[src/hw/amfl_pkg.sv]
package amfl_pkg;

   ////////////////////////////////////////////////////////////////////////////
   // Register offsets, page 0
   localparam logic [7:0] AMFL_PAGE_MAIN        = 8'h00;
   localparam logic [7:0] AMFL_OFS_PROT         = 8'h49;
   localparam logic [7:0] AMFL_OFS_DIAG         = 8'h4a;
   localparam logic [7:0] AMFL_OFS_PLL_BAT      = 8'h4b;
   localparam logic [7:0] AMFL_OFS_THERM        = 8'h4f;
   localparam logic [7:0] AMFL_OFS_BROWNOUT     = 8'h50;
   localparam logic [7:0] AMFL_OFS_CLK_CAUSE    = 8'h51;
   localparam logic [7:0] AMFL_OFS_BAT_HIGH     = 8'h52;
   localparam logic [7:0] AMFL_OFS_BAT_LOW      = 8'h53;
   localparam logic [7:0] AMFL_OFS_PWR_HIGH     = 8'h54;
   localparam logic [7:0] AMFL_OFS_PWR_LOW      = 8'h55;
   localparam logic [7:0] AMFL_OFS_TEMP         = 8'h56;
   localparam logic [7:0] AMFL_OFS_INT_CFG      = 8'h5c;

   ////////////////////////////////////////////////////////////////////////////
   // Reset values
   localparam logic [7:0] AMFL_LATCH_RESET      = 8'h00;
   localparam logic [7:0] AMFL_CFG_RESET        = 8'h19;
   localparam logic [7:0] AMFL_READ_UNMAPPED    = 8'h00;

   ////////////////////////////////////////////////////////////////////////////
   // Implemented flag bits per latched register; the rest read zero, except the 0x4A result field in bits 4-3
   localparam logic [7:0] AMFL_IMPL_PROT        = 8'hff;
   localparam logic [7:0] AMFL_IMPL_DIAG_FLAGS  = 8'h61;
   localparam logic [7:0] AMFL_IMPL_PLL_BAT     = 8'ha0;
   localparam logic [7:0] AMFL_IMPL_THERM       = 8'hff;
   localparam logic [7:0] AMFL_IMPL_BROWNOUT    = 8'hff;
   localparam logic [7:0] AMFL_IMPL_CLK_CAUSE   = 8'h07;

   ////////////////////////////////////////////////////////////////////////////
   // Field positions
   localparam int AMFL_BIT_PORT_CLK_ERR  = 2;
   localparam int AMFL_BIT_FUSE_CRC      = 6;
   localparam int AMFL_BIT_DIAG_DONE     = 5;
   localparam int AMFL_BIT_RESULT_LO     = 3;
   localparam int AMFL_BIT_GAIN_LIM      = 0;
   localparam int AMFL_BIT_PLL_ERR       = 7;
   localparam int AMFL_BIT_BAT_UV        = 5;
   localparam int AMFL_BIT_CAUSE_INVALID = 2;
   localparam int AMFL_BIT_CAUSE_RATE    = 1;
   localparam int AMFL_BIT_CAUSE_RATIO   = 0;
   localparam int AMFL_BIT_LATCH_CLEAR   = 2;
   localparam int AMFL_BIT_MODE_LO       = 0;

   ////////////////////////////////////////////////////////////////////////////
   // Interrupt pin modes
   localparam logic [1:0] AMFL_MODE_LIVE        = 2'h0;
   localparam logic [1:0] AMFL_MODE_LATCHED     = 2'h1;
   localparam logic [1:0] AMFL_MODE_PULSE_ONCE  = 2'h2;
   localparam logic [1:0] AMFL_MODE_PULSE_REPT  = 2'h3;

   ////////////////////////////////////////////////////////////////////////////
   // Timing
   localparam int AMFL_CLK_KHZ      = 40000;
   localparam int AMFL_PULSE_MS     = 2;
   localparam int AMFL_PERIOD_MS    = 4;
   localparam int AMFL_PULSE_CYC    = AMFL_PULSE_MS * AMFL_CLK_KHZ;
   localparam int AMFL_PERIOD_CYC   = AMFL_PERIOD_MS * AMFL_CLK_KHZ;

endpackage

[src/hw/amfl_conv_hold.sv]
`timescale 1ns/1ps
module amfl_conv_hold #(
   parameter int W = 12
) (
   input  wire logic         core_clk,
   input  wire logic         rst_b,
   input  wire logic [W-1:0] conv_code,
   input  wire logic         conv_valid,
   input  wire logic         rd_high,
   input  wire logic         rd_low,
   output logic [W-1:0]      shown_q
);

   logic         lock_q;
   logic         pend_q;
   logic [W-1:0] pend_code_q;

   ////////////////////////////////////////////////////////////////////////////
   // High read locks the pair until the low read, so both halves match
   always_ff @(posedge core_clk or negedge rst_b) begin
      if (!rst_b) begin
         lock_q <= 1'b0;
      end else if (rd_low) begin
         lock_q <= 1'b0;
      end else if (rd_high) begin
         lock_q <= 1'b1;
      end
   end

   // A conversion landing with or during the lock waits; only the newest is kept
   always_ff @(posedge core_clk or negedge rst_b) begin
      if (!rst_b) begin
         pend_q      <= 1'b0;
         pend_code_q <= '0;
      end else if (conv_valid && (lock_q || rd_high) && !rd_low) begin
         pend_q      <= 1'b1;
         pend_code_q <= conv_code;
      end else if (!lock_q || rd_low) begin
         pend_q      <= 1'b0;
      end
   end

   always_ff @(posedge core_clk or negedge rst_b) begin
      if (!rst_b) begin
         shown_q <= '0;
      end else if (conv_valid && !rd_high && (!lock_q || rd_low)) begin
         shown_q <= conv_code;
      end else if (pend_q && (!lock_q || rd_low)) begin
         shown_q <= pend_code_q;
      end
   end

endmodule

[src/hw/amfl_fault_latch.sv]
// Contract
// - Protection latch 0x49: bit7 brownout mute, bit6 brownout infinite hold.
// - Bits 5,4,3: limiter max attenuation, supply below inflection, limiter active.
// - Bit2 port clock error; its cause is latched at 0x51.
// - Bit1 overcurrent, bit0 overtemperature.
// - 0x4A: bit6 fuse checksum error, bit0 gain limiter; bits 7,2,1 zero.
// - 0x4A bit5 reads 1 once a load diagnostic run has completed.
// - 0x4A bits 4-3 hold load diagnostic result: normal, open, short.
// - 0x4B: bit7 internal clock loop error, bit5 battery undervoltage.
// - 0x4F bits 7-4: die over 105, 115, 125, 135 degrees.
// - 0x4F bits 3-0: regulator under, over, overload; power stage lockout.
// - 0x50 bits 7,6 thermal thresholds two, one; bit5 supply gap low.
// - 0x50 bit4 brownout active; bits 3-0 brownout levels three to zero.
// - 0x51 bit2 set for invalid ratio or rate; bits 7-3 zero.
// - 0x51 bit1 inverted: 0 means rate change detected.
// - 0x51 bit0 set when ratio changed during operation.
// - Battery code 12 bits: high byte 0x52, low nibble 0x53[7:4].
// - Power stage code 12 bits: high byte 0x54, low nibble 0x55[7:4].
// - Temperature code 8 bits at 0x56.
// - Writing 1 to latch clear empties all latches; bit self clears.
// - Pin mode: live, latched, one pulse, or repeated pulses.
// - Mask bit 1 keeps an event off the interrupt pin.
`timescale 1ns/1ps
module amfl_fault_latch #(
   parameter int PULSE_CYC  = amfl_pkg::AMFL_PULSE_CYC,
   parameter int PERIOD_CYC = amfl_pkg::AMFL_PERIOD_CYC
) (
   input  wire logic        core_clk,
   input  wire logic        rst_b,
   input  wire logic [7:0]  reg_page,
   input  wire logic [7:0]  reg_addr,
   input  wire logic        reg_wr,
   input  wire logic [7:0]  reg_wdata,
   input  wire logic        reg_rd,
   output logic      [7:0]  reg_rdata_q,
   input  wire logic [7:0]  live_prot,
   input  wire logic        fuse_checksum_error,
   input  wire logic        gain_limiter,
   input  wire logic        load_diag_finish,
   input  wire logic [1:0]  load_diag_outcome,
   input  wire logic        pll_error,
   input  wire logic        battery_undervolt,
   input  wire logic [7:0]  live_therm,
   input  wire logic [7:0]  live_brownout,
   input  wire logic        cause_invalid,
   input  wire logic        cause_rate,
   input  wire logic        cause_ratio,
   input  wire logic [7:0]  mask_prot,
   input  wire logic [7:0]  mask_diag,
   input  wire logic [7:0]  mask_pll_bat,
   input  wire logic [7:0]  mask_therm,
   input  wire logic [7:0]  mask_brownout,
   input  wire logic [11:0] battery_conversion_code,
   input  wire logic        battery_conv_valid,
   input  wire logic [11:0] power_stage_conversion_code,
   input  wire logic        power_stage_conv_valid,
   input  wire logic [7:0]  temperature_conversion_code,
   input  wire logic        temperature_conv_valid,
   output logic             interrupt_pin_b_q
);

   localparam int CW = $clog2(PERIOD_CYC + PULSE_CYC + 1);

   ////////////////////////////////////////////////////////////////////////////
   // Helpers

   // Set wins over clear, so an event in the clear cycle survives
   function automatic logic [7:0] amfl_latch(
      input logic [7:0] q,
      input logic [7:0] ev,
      input logic       clr,
      input logic [7:0] impl
   );
      logic [7:0] kept;
      kept = clr ? amfl_pkg::AMFL_LATCH_RESET : q;
      return (kept | ev) & impl;
   endfunction

   function automatic logic amfl_hit(
      input logic [7:0] page,
      input logic [7:0] addr,
      input logic [7:0] ofs
   );
      return (page == amfl_pkg::AMFL_PAGE_MAIN) && (addr == ofs);
   endfunction

   ////////////////////////////////////////////////////////////////////////////
   // Declarations
   logic [7:0]  prot_q;
   logic [7:0]  diag_q;
   logic [7:0]  pll_bat_q;
   logic [7:0]  therm_q;
   logic [7:0]  brownout_q;
   logic [7:0]  cause_q;
   logic [7:0]  cfg_q;
   logic [1:0]  irq_pin_mode;
   logic        latch_clear_control;
   logic [7:0]  live_diag;
   logic [7:0]  live_pll_bat;
   logic [7:0]  cause_ev;
   logic        port_clock_error_seen;
   logic        load_diag_done;
   logic [1:0]  load_diag_result;
   logic        rd_bat_high;
   logic        rd_bat_low;
   logic        rd_pwr_high;
   logic        rd_pwr_low;
   logic [11:0] bat_shown;
   logic [11:0] pwr_shown;
   logic [7:0]  temp_shown;
   logic        live_any;
   logic        latched_any;
   logic        live_any_q;
   logic [CW-1:0] once_cnt_q;
   logic [CW-1:0] rept_cnt_q;
   logic        irq_active;

   ////////////////////////////////////////////////////////////////////////////
   // Interrupt configuration register

   assign irq_pin_mode = cfg_q[amfl_pkg::AMFL_BIT_MODE_LO +: 2];

   // Clear bit is never stored: a write of 1 is a one-cycle action
   assign latch_clear_control = reg_wr &&
      amfl_hit(reg_page, reg_addr, amfl_pkg::AMFL_OFS_INT_CFG) &&
      reg_wdata[amfl_pkg::AMFL_BIT_LATCH_CLEAR];

   always_ff @(posedge core_clk or negedge rst_b) begin
      if (!rst_b) begin
         cfg_q <= amfl_pkg::AMFL_CFG_RESET;
      end else if (reg_wr && amfl_hit(reg_page, reg_addr, amfl_pkg::AMFL_OFS_INT_CFG)) begin
         cfg_q <= reg_wdata;
         cfg_q[amfl_pkg::AMFL_BIT_LATCH_CLEAR] <= 1'b0;
      end
   end

   ////////////////////////////////////////////////////////////////////////////
   // Live vectors in latched register layout

   always_comb begin
      live_diag = 8'h00;
      live_diag[amfl_pkg::AMFL_BIT_FUSE_CRC]  = fuse_checksum_error;
      live_diag[amfl_pkg::AMFL_BIT_DIAG_DONE] = load_diag_finish;
      live_diag[amfl_pkg::AMFL_BIT_GAIN_LIM]  = gain_limiter;
   end

   always_comb begin
      live_pll_bat = 8'h00;
      live_pll_bat[amfl_pkg::AMFL_BIT_PLL_ERR] = pll_error;
      live_pll_bat[amfl_pkg::AMFL_BIT_BAT_UV]  = battery_undervolt;
   end

   assign port_clock_error_seen = live_prot[amfl_pkg::AMFL_BIT_PORT_CLK_ERR];

   // Cause bits only count alongside a port clock error
   always_comb begin
      cause_ev = 8'h00;
      if (port_clock_error_seen) begin
         cause_ev[amfl_pkg::AMFL_BIT_CAUSE_INVALID] = cause_invalid;
         cause_ev[amfl_pkg::AMFL_BIT_CAUSE_RATE]    = !cause_rate;
         cause_ev[amfl_pkg::AMFL_BIT_CAUSE_RATIO]   = cause_ratio;
      end
   end

   ////////////////////////////////////////////////////////////////////////////
   // Latched event registers

   always_ff @(posedge core_clk or negedge rst_b) begin
      if (!rst_b) begin
         prot_q <= amfl_pkg::AMFL_LATCH_RESET;
      end else begin
         prot_q <= amfl_latch(prot_q, live_prot, latch_clear_control,
                              amfl_pkg::AMFL_IMPL_PROT);
      end
   end

   always_ff @(posedge core_clk or negedge rst_b) begin
      if (!rst_b) begin
         pll_bat_q <= amfl_pkg::AMFL_LATCH_RESET;
      end else begin
         pll_bat_q <= amfl_latch(pll_bat_q, live_pll_bat, latch_clear_control,
                                 amfl_pkg::AMFL_IMPL_PLL_BAT);
      end
   end

   always_ff @(posedge core_clk or negedge rst_b) begin
      if (!rst_b) begin
         therm_q <= amfl_pkg::AMFL_LATCH_RESET;
      end else begin
         therm_q <= amfl_latch(therm_q, live_therm, latch_clear_control,
                               amfl_pkg::AMFL_IMPL_THERM);
      end
   end

   always_ff @(posedge core_clk or negedge rst_b) begin
      if (!rst_b) begin
         brownout_q <= amfl_pkg::AMFL_LATCH_RESET;
      end else begin
         brownout_q <= amfl_latch(brownout_q, live_brownout, latch_clear_control,
                                  amfl_pkg::AMFL_IMPL_BROWNOUT);
      end
   end

   always_ff @(posedge core_clk or negedge rst_b) begin
      if (!rst_b) begin
         cause_q <= amfl_pkg::AMFL_LATCH_RESET;
      end else begin
         cause_q <= amfl_latch(cause_q, cause_ev, latch_clear_control,
                               amfl_pkg::AMFL_IMPL_CLK_CAUSE);
      end
   end

   // Diagnostic flags; the result field is a value, taken with each finish
   always_ff @(posedge core_clk or negedge rst_b) begin
      if (!rst_b) begin
         diag_q <= amfl_pkg::AMFL_LATCH_RESET;
      end else begin
         diag_q <= amfl_latch(diag_q, live_diag, latch_clear_control,
                              amfl_pkg::AMFL_IMPL_DIAG_FLAGS);
         if (load_diag_finish) begin
            diag_q[amfl_pkg::AMFL_BIT_RESULT_LO +: 2] <= load_diag_outcome;
         end else if (!latch_clear_control) begin
            diag_q[amfl_pkg::AMFL_BIT_RESULT_LO +: 2] <=
               diag_q[amfl_pkg::AMFL_BIT_RESULT_LO +: 2];
         end
      end
   end

   assign load_diag_done   = diag_q[amfl_pkg::AMFL_BIT_DIAG_DONE];
   assign load_diag_result = diag_q[amfl_pkg::AMFL_BIT_RESULT_LO +: 2];

   ////////////////////////////////////////////////////////////////////////////
   // Conversion readback

   assign rd_bat_high = reg_rd && amfl_hit(reg_page, reg_addr, amfl_pkg::AMFL_OFS_BAT_HIGH);
   assign rd_bat_low  = reg_rd && amfl_hit(reg_page, reg_addr, amfl_pkg::AMFL_OFS_BAT_LOW);
   assign rd_pwr_high = reg_rd && amfl_hit(reg_page, reg_addr, amfl_pkg::AMFL_OFS_PWR_HIGH);
   assign rd_pwr_low  = reg_rd && amfl_hit(reg_page, reg_addr, amfl_pkg::AMFL_OFS_PWR_LOW);

   amfl_conv_hold #(
      .W(12)
   ) u_bat_hold (
      .core_clk   (core_clk),
      .rst_b      (rst_b),
      .conv_code  (battery_conversion_code),
      .conv_valid (battery_conv_valid),
      .rd_high    (rd_bat_high),
      .rd_low     (rd_bat_low),
      .shown_q    (bat_shown)
   );

   amfl_conv_hold #(
      .W(12)
   ) u_pwr_hold (
      .core_clk   (core_clk),
      .rst_b      (rst_b),
      .conv_code  (power_stage_conversion_code),
      .conv_valid (power_stage_conv_valid),
      .rd_high    (rd_pwr_high),
      .rd_low     (rd_pwr_low),
      .shown_q    (pwr_shown)
   );

   // Single byte, so no lock is needed
   amfl_conv_hold #(
      .W(8)
   ) u_temp_hold (
      .core_clk   (core_clk),
      .rst_b      (rst_b),
      .conv_code  (temperature_conversion_code),
      .conv_valid (temperature_conv_valid),
      .rd_high    (1'b0),
      .rd_low     (1'b0),
      .shown_q    (temp_shown)
   );

   ////////////////////////////////////////////////////////////////////////////
   // Read data

   always_ff @(posedge core_clk or negedge rst_b) begin
      if (!rst_b) begin
         reg_rdata_q <= amfl_pkg::AMFL_READ_UNMAPPED;
      end else if (reg_rd) begin
         if (reg_page != amfl_pkg::AMFL_PAGE_MAIN) begin
            reg_rdata_q <= amfl_pkg::AMFL_READ_UNMAPPED;
         end else begin
            case (reg_addr)
               amfl_pkg::AMFL_OFS_PROT: begin
                  reg_rdata_q <= prot_q;
               end
               amfl_pkg::AMFL_OFS_DIAG: begin
                  reg_rdata_q <= diag_q;
               end
               amfl_pkg::AMFL_OFS_PLL_BAT: begin
                  reg_rdata_q <= pll_bat_q;
               end
               amfl_pkg::AMFL_OFS_THERM: begin
                  reg_rdata_q <= therm_q;
               end
               amfl_pkg::AMFL_OFS_BROWNOUT: begin
                  reg_rdata_q <= brownout_q;
               end
               amfl_pkg::AMFL_OFS_CLK_CAUSE: begin
                  reg_rdata_q <= cause_q;
               end
               amfl_pkg::AMFL_OFS_BAT_HIGH: begin
                  reg_rdata_q <= bat_shown[11:4];
               end
               amfl_pkg::AMFL_OFS_BAT_LOW: begin
                  reg_rdata_q <= {bat_shown[3:0], 4'h0};
               end
               amfl_pkg::AMFL_OFS_PWR_HIGH: begin
                  reg_rdata_q <= pwr_shown[11:4];
               end
               amfl_pkg::AMFL_OFS_PWR_LOW: begin
                  reg_rdata_q <= {pwr_shown[3:0], 4'h0};
               end
               amfl_pkg::AMFL_OFS_TEMP: begin
                  reg_rdata_q <= temp_shown;
               end
               amfl_pkg::AMFL_OFS_INT_CFG: begin
                  reg_rdata_q <= cfg_q;
               end
               default: begin
                  reg_rdata_q <= amfl_pkg::AMFL_READ_UNMAPPED;
               end
            endcase
         end
      end
   end

   ////////////////////////////////////////////////////////////////////////////
   // Interrupt pin

   assign live_any = |(live_prot & ~mask_prot) |
                     |(live_diag & ~mask_diag) |
                     |(live_pll_bat & ~mask_pll_bat) |
                     |(live_therm & ~mask_therm) |
                     |(live_brownout & ~mask_brownout);

   // Result field is a value, not an event, so it never drives the pin
   assign latched_any = |(prot_q & ~mask_prot) |
                        |(diag_q & amfl_pkg::AMFL_IMPL_DIAG_FLAGS & ~mask_diag) |
                        |(pll_bat_q & ~mask_pll_bat) |
                        |(therm_q & ~mask_therm) |
                        |(brownout_q & ~mask_brownout);

   always_ff @(posedge core_clk or negedge rst_b) begin
      if (!rst_b) begin
         live_any_q <= 1'b0;
      end else begin
         live_any_q <= live_any;
      end
   end

   // One pulse per rise of live_any; a rise during a pulse restarts it
   always_ff @(posedge core_clk or negedge rst_b) begin
      if (!rst_b) begin
         once_cnt_q <= '0;
      end else if (irq_pin_mode != amfl_pkg::AMFL_MODE_PULSE_ONCE) begin
         once_cnt_q <= '0;
      end else if (live_any && !live_any_q) begin
         once_cnt_q <= CW'(PULSE_CYC);
      end else if (once_cnt_q != '0) begin
         once_cnt_q <= once_cnt_q - 1'b1;
      end
   end

   // Free phase counter while any unmasked latch stands
   always_ff @(posedge core_clk or negedge rst_b) begin
      if (!rst_b) begin
         rept_cnt_q <= '0;
      end else if (irq_pin_mode != amfl_pkg::AMFL_MODE_PULSE_REPT || !latched_any) begin
         rept_cnt_q <= '0;
      end else if (rept_cnt_q == CW'(PERIOD_CYC - 1)) begin
         rept_cnt_q <= '0;
      end else begin
         rept_cnt_q <= rept_cnt_q + 1'b1;
      end
   end

   always_comb begin
      case (irq_pin_mode)
         amfl_pkg::AMFL_MODE_LIVE: begin
            irq_active = live_any;
         end
         amfl_pkg::AMFL_MODE_LATCHED: begin
            irq_active = latched_any;
         end
         amfl_pkg::AMFL_MODE_PULSE_ONCE: begin
            irq_active = (once_cnt_q != '0);
         end
         amfl_pkg::AMFL_MODE_PULSE_REPT: begin
            irq_active = latched_any && (rept_cnt_q < CW'(PULSE_CYC));
         end
         default: begin
            irq_active = 1'b0;
         end
      endcase
   end

   // Registered so the pin never glitches on decode
   always_ff @(posedge core_clk or negedge rst_b) begin
      if (!rst_b) begin
         interrupt_pin_b_q <= 1'b1;
      end else begin
         interrupt_pin_b_q <= !irq_active;
      end
   end

endmodule

[config.mk]
export PLATFORM = sky130hd
export DESIGN_NAME = amfl_fault_latch
export DESIGN_NICKNAME = d
export VERILOG_FILES = /design/src/hw/amfl_pkg.sv /design/src/hw/amfl_conv_hold.sv /design/src/hw/amfl_fault_latch.sv
export SDC_FILE = /design/constraint.sdc
export NUM_CORES = 1
export LEC_CHECK = 0
export BUFFER_PORTS_ARGS = -buffer_cell sky130_fd_sc_hd__buf_2
export CAP_MARGIN = 40
export CORE_ASPECT_RATIO = 0.75
export CORE_MARGIN = 10
export CORE_UTILIZATION = 50
export DETAILED_ROUTE_END_ITERATION = 6
export GPL_TIMING_DRIVEN = 0
export PLACE_DENSITY_LB_ADDON = 0.3
export RECOVER_POWER = 100
export SETUP_SLACK_MARGIN = 0.3
export SLEW_MARGIN = 0
export SYNTH_ARGS = -nofsm -noshare
export SYNTH_HDL_FRONTEND = slang
export SYNTH_HIERARCHICAL = 1
export SYNTH_SLANG_ARGS = --single-unit
[constraint.sdc]
create_clock -name core_clk -period 2 [get_ports core_clk]
set_clock_uncertainty 0.15 [all_clocks]
set_input_delay 0.1 -clock core_clk [delete_from_list [all_inputs] [get_ports core_clk]]
set_output_delay 0.1 -clock core_clk [all_outputs]
set_load 0.005 [all_outputs]
### Word level (Yosys, flattened, before mapping)

Index checks and enable logic that the tools add are counted.

| word-level totals | value |
|---|---|
| flip-flop bits (word level) | 147 |
| input port bits | 137 |
| logic and storage cells | 162 |

| cells by class | value |
|---|---|
| $add $sub $neg | 2 |
| order comparisons | 1 |
| equal/unequal tests | 18 |
| mux-type cells | 30 |
| bitwise gates (word level) | 29 |
| reductions and logical operators | 60 |

Operator list:

| cell | number |
|---|---|
| $eq 8x7->1 const B | 12 |
| $pmux 8 s12 | 1 |
| $mux 18 | 5 |
| $reduce_or 8->1 | 10 |
| $and 8x8->8 | 8 |
| $mux 12 | 4 |
| $mux 8 | 6 |
| $not 8->8 | 5 |
| $or 8x8->8 | 4 |
| $logic_and 1x1->1 | 23 |
| $add 18x1->18 const B | 1 |
| $eq 18x18->1 const B | 1 |
| $lt 18x17->1 const B | 1 |
| $reduce_bool 18->1 | 1 |
| $sub 18x1->18 const B | 1 |
| $and 7x8->8 | 2 |
| $reduce_bool 2->1 | 7 |
| $logic_not 1->1 | 10 |
| $logic_not 8->1 | 1 |
| $mux 1 | 8 |
| $or 1x1->1 | 8 |
| $reduce_bool 8->1 | 1 |
| $mux 7 | 1 |
| $or 7x7->7 | 1 |
| 10 further kinds | 18 |

### Longest topological paths before layout

| depth | value |
|---|---|
| word-level depth | 10 |
| depth in mapped cells | 9 |
| gate-level depth less buffers | 7 |

### By module

The synthesis kept the hierarchy.

By module, submodules not included:

| module | times used | cells each | area each (um^2) | seq. area each (um^2) |
|---|---|---|---|---|
| amfl_fault_latch | 1 | 539 | 5,134.9 | 2,182.1 |
| amfl_conv_hold (u_bat_hold ...) | 2 | 102 | 1,218.7 | 650.6 |
| amfl_conv_hold (u_temp_hold) | 1 | 71 | 835.8 | 450.4 |

### Worst setup path before layout

Ideal clock, no wire load.

| path | value |
|---|---|
| path type | input port to flip-flop |
| start | input port reg_addr[5] |
| end | register u_pwr_hold.pend_code_q[10] |
| arrival time | 1,925 ps |
| data required time | 1,725 ps |
| path slack | -200 ps |
| stages on the path | 9 |
| buffers on the path | 2 |
| cell sequence | or3b_1 -> buf_4 -> nor2_1 -> nand4_1 -> nor3_1 -> o21ba_4 -> nand2_2 -> buf_6 -> mux2_4 |

| on the way | value |
|---|---|
| longest elaborated chain between the ends | 6 |
| elaborated cells on any way between the ends | 10 |

Ends and longest elaborated chain:

| element | RTL line | text |
|---|---|---|
| from (decl) | amfl_fault_latch.sv:31 | `input wire logic [7:0] reg_addr,` |
| $eq 8x7->1 | amfl_fault_latch.sv:84 | `return (page == amfl_pkg::AMFL_PAGE_MAIN) && (addr == ofs);` |
| $logic_and 1x1->1 | amfl_fault_latch.sv:84 |  |
| $logic_and 1x1->1 | amfl_fault_latch.sv:237 | `assign rd_pwr_high = reg_rd && amfl_hit(reg_page, reg_addr, amfl_pkg::AMFL_OFS_PWR_HIGH);` |
| net rd_pwr_high | amfl_fault_latch.sv:106 | `logic rd_pwr_high;` |
| $logic_or 1x1->1 | amfl_conv_hold.sv:35 | `end else if (conv_valid && (lock_q \|\| rd_high) && !rd_low) begin` |
| $logic_and 1x1->1 (2 in a row) | amfl_conv_hold.sv:35 |  |
| to (signal assigned) | amfl_conv_hold.sv:37 | `pend_code_q <= conv_code;` |
| to (decl) | amfl_conv_hold.sv:16 | `logic [W-1:0] pend_code_q;` |

The timed path passes the listed nets, and every way through them passes these cells.
A chain may end at the register's enable or synchronous reset.

### Final worst setup path

| path | value |
|---|---|
| start | input port reg_page[2] |
| end | register u_bat_hold.shown_q[4] |

| on the way | value |
|---|---|
| elaborated cells on any way between the ends | 12 |

RTL lines:

| element | RTL line | text |
|---|---|---|
| from (decl) | amfl_fault_latch.sv:30 | `input wire logic [7:0] reg_page,` |
| $logic_not 8->1 (*) | amfl_fault_latch.sv:84 |  |
| $logic_and 1x1->1 (*) | amfl_fault_latch.sv:84 |  |
| $logic_and 1x1->1 (*) | amfl_fault_latch.sv:236 | `assign rd_bat_low = reg_rd && amfl_hit(reg_page, reg_addr, amfl_pkg::AMFL_OFS_BAT_LOW);` |
| net rd_bat_low | amfl_fault_latch.sv:105 | `logic rd_bat_low;` |
| $logic_or 1x1->1 (*) | amfl_conv_hold.sv:46, amfl_conv_hold.sv:48 |  |
| $logic_and 1x1->1, on equally long branches | amfl_conv_hold.sv:46, amfl_conv_hold.sv:48 |  |
| $mux 12 / $reduce_bool 2->1 (equally long branches) | - |  |
| to (signal assigned) | amfl_conv_hold.sv:47 | `shown_q <= conv_code;` |
| to (signal assigned) | amfl_conv_hold.sv:49 | `shown_q <= pend_code_q;` |
| to (decl) | amfl_conv_hold.sv:11 | `output logic [W-1:0] shown_q` |

Mark *: on every way through the listed nets, which the timed path passes. The rest lies on a longest branch.

==> metrics.csv <==
stage,metric,value,unit
route,routed_via_density,6.05,
placed_design,dp.cells,1161,
hold_path,worstHoldPathType,input port to flop,
placed_design,dpl_cell_area,9680,um^2
finish,final_cells,1332,
setup_path,cp.required,2160,ps
route,drtAntennaViolNets,0,
grt,overflow,0,
cts,numCtsBuffers,17,
timing,slew_headroom,0.356,
die,start_util,0.517,
logic_synthesis,syn_area_per_cell,10.3,um^2
route,postRouteWirelength,29700,um
logic_synthesis,ys.flop_type,dfrtp_1,
finish,synthToLayoutAreaGrowth,46.6,%
die,placementRows,40,
timing,fin_crit_sh,1.05,
hold_path,min_from,live_brownout[0],
logic_synthesis,seq_area_frac_synth,0.468,
setup_path,cp_slowest_stage_delay,540,ps
die,dieArea,22500,um^2
cts,cts_buffer_depth,2,
setup_path,worstSetupEndpointType,flop,
pwr,vdd_drop_max,0.667,mV
logic_synthesis,synth_edf_count,0,
placed_design,io_buffers,132,
cts,clk_pin_slew,70,ps
timing,rsz0062_at_grt,yes,
setup_path,path_cells,buf_6 > or4_4 > nor2_4 > buf_6 > nand4_1 > nor2_2 > buf_4 > nand2b_4 > nand2b_4 > buf_12 > buf_8 > o22a_1,
setup_path,path_buf_inv,5,
finish,fillers,1003,
cts,cts.sinks,157,
placed_design,dp_slack,-525,ps
cts,htree_levels,4,
route,drt-initial-drc-count,767,
logic_synthesis,syn_inst,814,
timing,layout_setup_ws,-108,ps
route,post_drt_wl_per_cell,22.3,um
setup_path,critPathSlowestCell,or4_4,
timing,setup_viol,44,
setup_path,cp_top_family,simple AND/OR/NAND/NOR gates,
route,drc,0,
logic_synthesis,synthTopCellsByCount,"153 x dfrtp_1, 84 x nand2_1, 43 x a21oi_1",
setup_path,startpoint,reg_page[2],
grt,grt_pass1_vias,8001,
route,drt_pass1_iterations,5,
grt,antenna_found_initial,5,
finish,stdcell_area,12300,um^2
timing,tns,-1810,ps
cts,cts_tree,built,
pwr,power,7.67,mW
logic_synthesis,asyncSetResetFlopFracSynth,1.00,
grt,track_usage,0.253,
timing,finalCriticalPeriod,2110,ps
setup_path,cp_max_fo,5,
die,ios,146,
logic_synthesis,synth_largest_area_cell,dfrtp_1,
pwr,p_leak,5.35,nW
die,core_area,16300,um^2
setup_path,path_class,input port to flop,
grt,grt_pass1_wl,45000,um
finish,drive_gt1_frac,0.372,
cts,clk_latency,440,ps
logic_synthesis,synth.distinct_cells,78,
pwr,p_per_area,622,nW/um^2
placed_design,gp_congestion,0.993,
finish,fin_util,0.758,
grt,grt_max_degree,90,
cts,root_buffer,clkbuf_16,
timing,max_freq,474,MHz
timing,hold_ws,-249,ps
timing,hold_violations,3,
setup_path,cp.arrival,2270,ps
logic_synthesis,synth_seq_cells,157,
job,cap_violations,0,
timing,worst_pin_slew,965,ps
logic_synthesis,synth_most_common_cell,dfrtp_1,
logic_synthesis,syn-cell-area,8410,um^2
die,die_h,132,um
logic_synthesis,yosys-top-cells-area,"dfrtp_1 46%, mux2_4 4.5%, nand2_1 3.8%",
status,outcome,finished with violations,
logic_synthesis,synth.yosys.warnings,6,
timing,maxSlewViolCount,0,
placed_design,hpwl,19200,um
route,vias,8059,
status,violations,"hold timing, setup timing",
logic_synthesis,synth_top_area_frac,0.455,
setup_path,setup.worst_path.start_class,input port,
setup_path,timing.rr.start,once_cnt_q[0],
die,die_w,170,um
finish,nets,1246,
cell type report:
type	count	area, um^2	area share
sequential	157	3940	0.320
buffer	47	405	0.0329
tap	210	263	0.0213
timing repair buffer	269	2150	0.174
multi-input combinational	575	4810	0.390
clock buffer	20	457	0.0371
inverter	39	146	0.0119
antenna	3	7.51	0.000609
clock inverter	12	144	0.0117
kinds of logic after synthesis:
family	after synthesis	synth area share
other cells	1	0.000446
xor+xnor	31	0.0323
flops	157	0.468
fa+ha+maj	4	0.00566
compound gates	220	0.195
buf+inv	86	0.0467
mux	51	0.0811
simple gates	264	0.171
placed cells by master, fill, tap and decap left out, drive strengths merged, types with 9 or more instances in the layout:
master	n
o22a	32
nor4	11
inv	39
o21ai	13
xnor2	9
a21o	20
a21boi	33
nand4	11
dlygate4sd3	81
o22ai	11
buf	208
mux2	42
nor2	22
nand2	87
nand2b	21
nand3	13
a21oi	43
nor3	41
a22o	9
nor2b	26
dfrtp	153
xor2	22
clkbuf	47
repair_timing:
action	CTS	global route
pin swaps	31	26
buffers inserted	28	18
cloned	6	3
endpoints found under the setup margin	134	105
gates resized for setup	82	75
hold buffers	68	13
hold endpoints to repair	178	17
layer usage:
| metal | track usage | vias to the layer above | wire length [um] |
|---|---|---|---|
| met5 | 0 | - | 36 |
| met4 | 0.0734 | 4 | 770 |
| met3 | 0.0832 | 73 | 3160 |
| met2 | 0.361 | 464 | 13200 |
| met1 | 0.353 | 3956 | 12600 |
| li1 | - | 3562 | - |
state kept, by name (all words and copies together), names as in the netlist, 2 cells and up:
register	count
cause_q	3
u_temp_hold/pend_code_q	8
cfg_q	7
pll_bat_q	2
prot_q	8
rept_cnt_q	18
u_bat_hold/shown_q	12
diag_q	5
therm_q	8
reg_rdata_q	8
u_temp_hold/shown_q	8
u_pwr_hold/pend_code_q	12
u_bat_hold/pend_code_q	12
u_pwr_hold/shown_q	12
brownout_q	8
once_cnt_q	18
path summary, 6_finish.rpt:
check / end / slack, ps / depth (start not counted)
max: u_bat_hold/shown_q[4] / -110 / 12
min: brownout_q[0] / -250 / 2
max reg2reg: once_cnt_q[13] / -90 / 6
min reg2reg: diag_q[6] / 330 / 1
max in group asynchronous: rept_cnt_q[0] / 270 / 3
min in group asynchronous: u_pwr_hold/pend_q / 230 / 2
report_power, final:
part	internal (mW)	leakage (nW)	total, mW	switching [mW]
combinational	0.494	3.17	0.958	0.464
sequential	3.29	1.88	3.38	0.0856
clock	2.02	0.295	3.33	1.32
total	5.80	5.35	7.67	1.87
(Power assumes the default switching activity.)
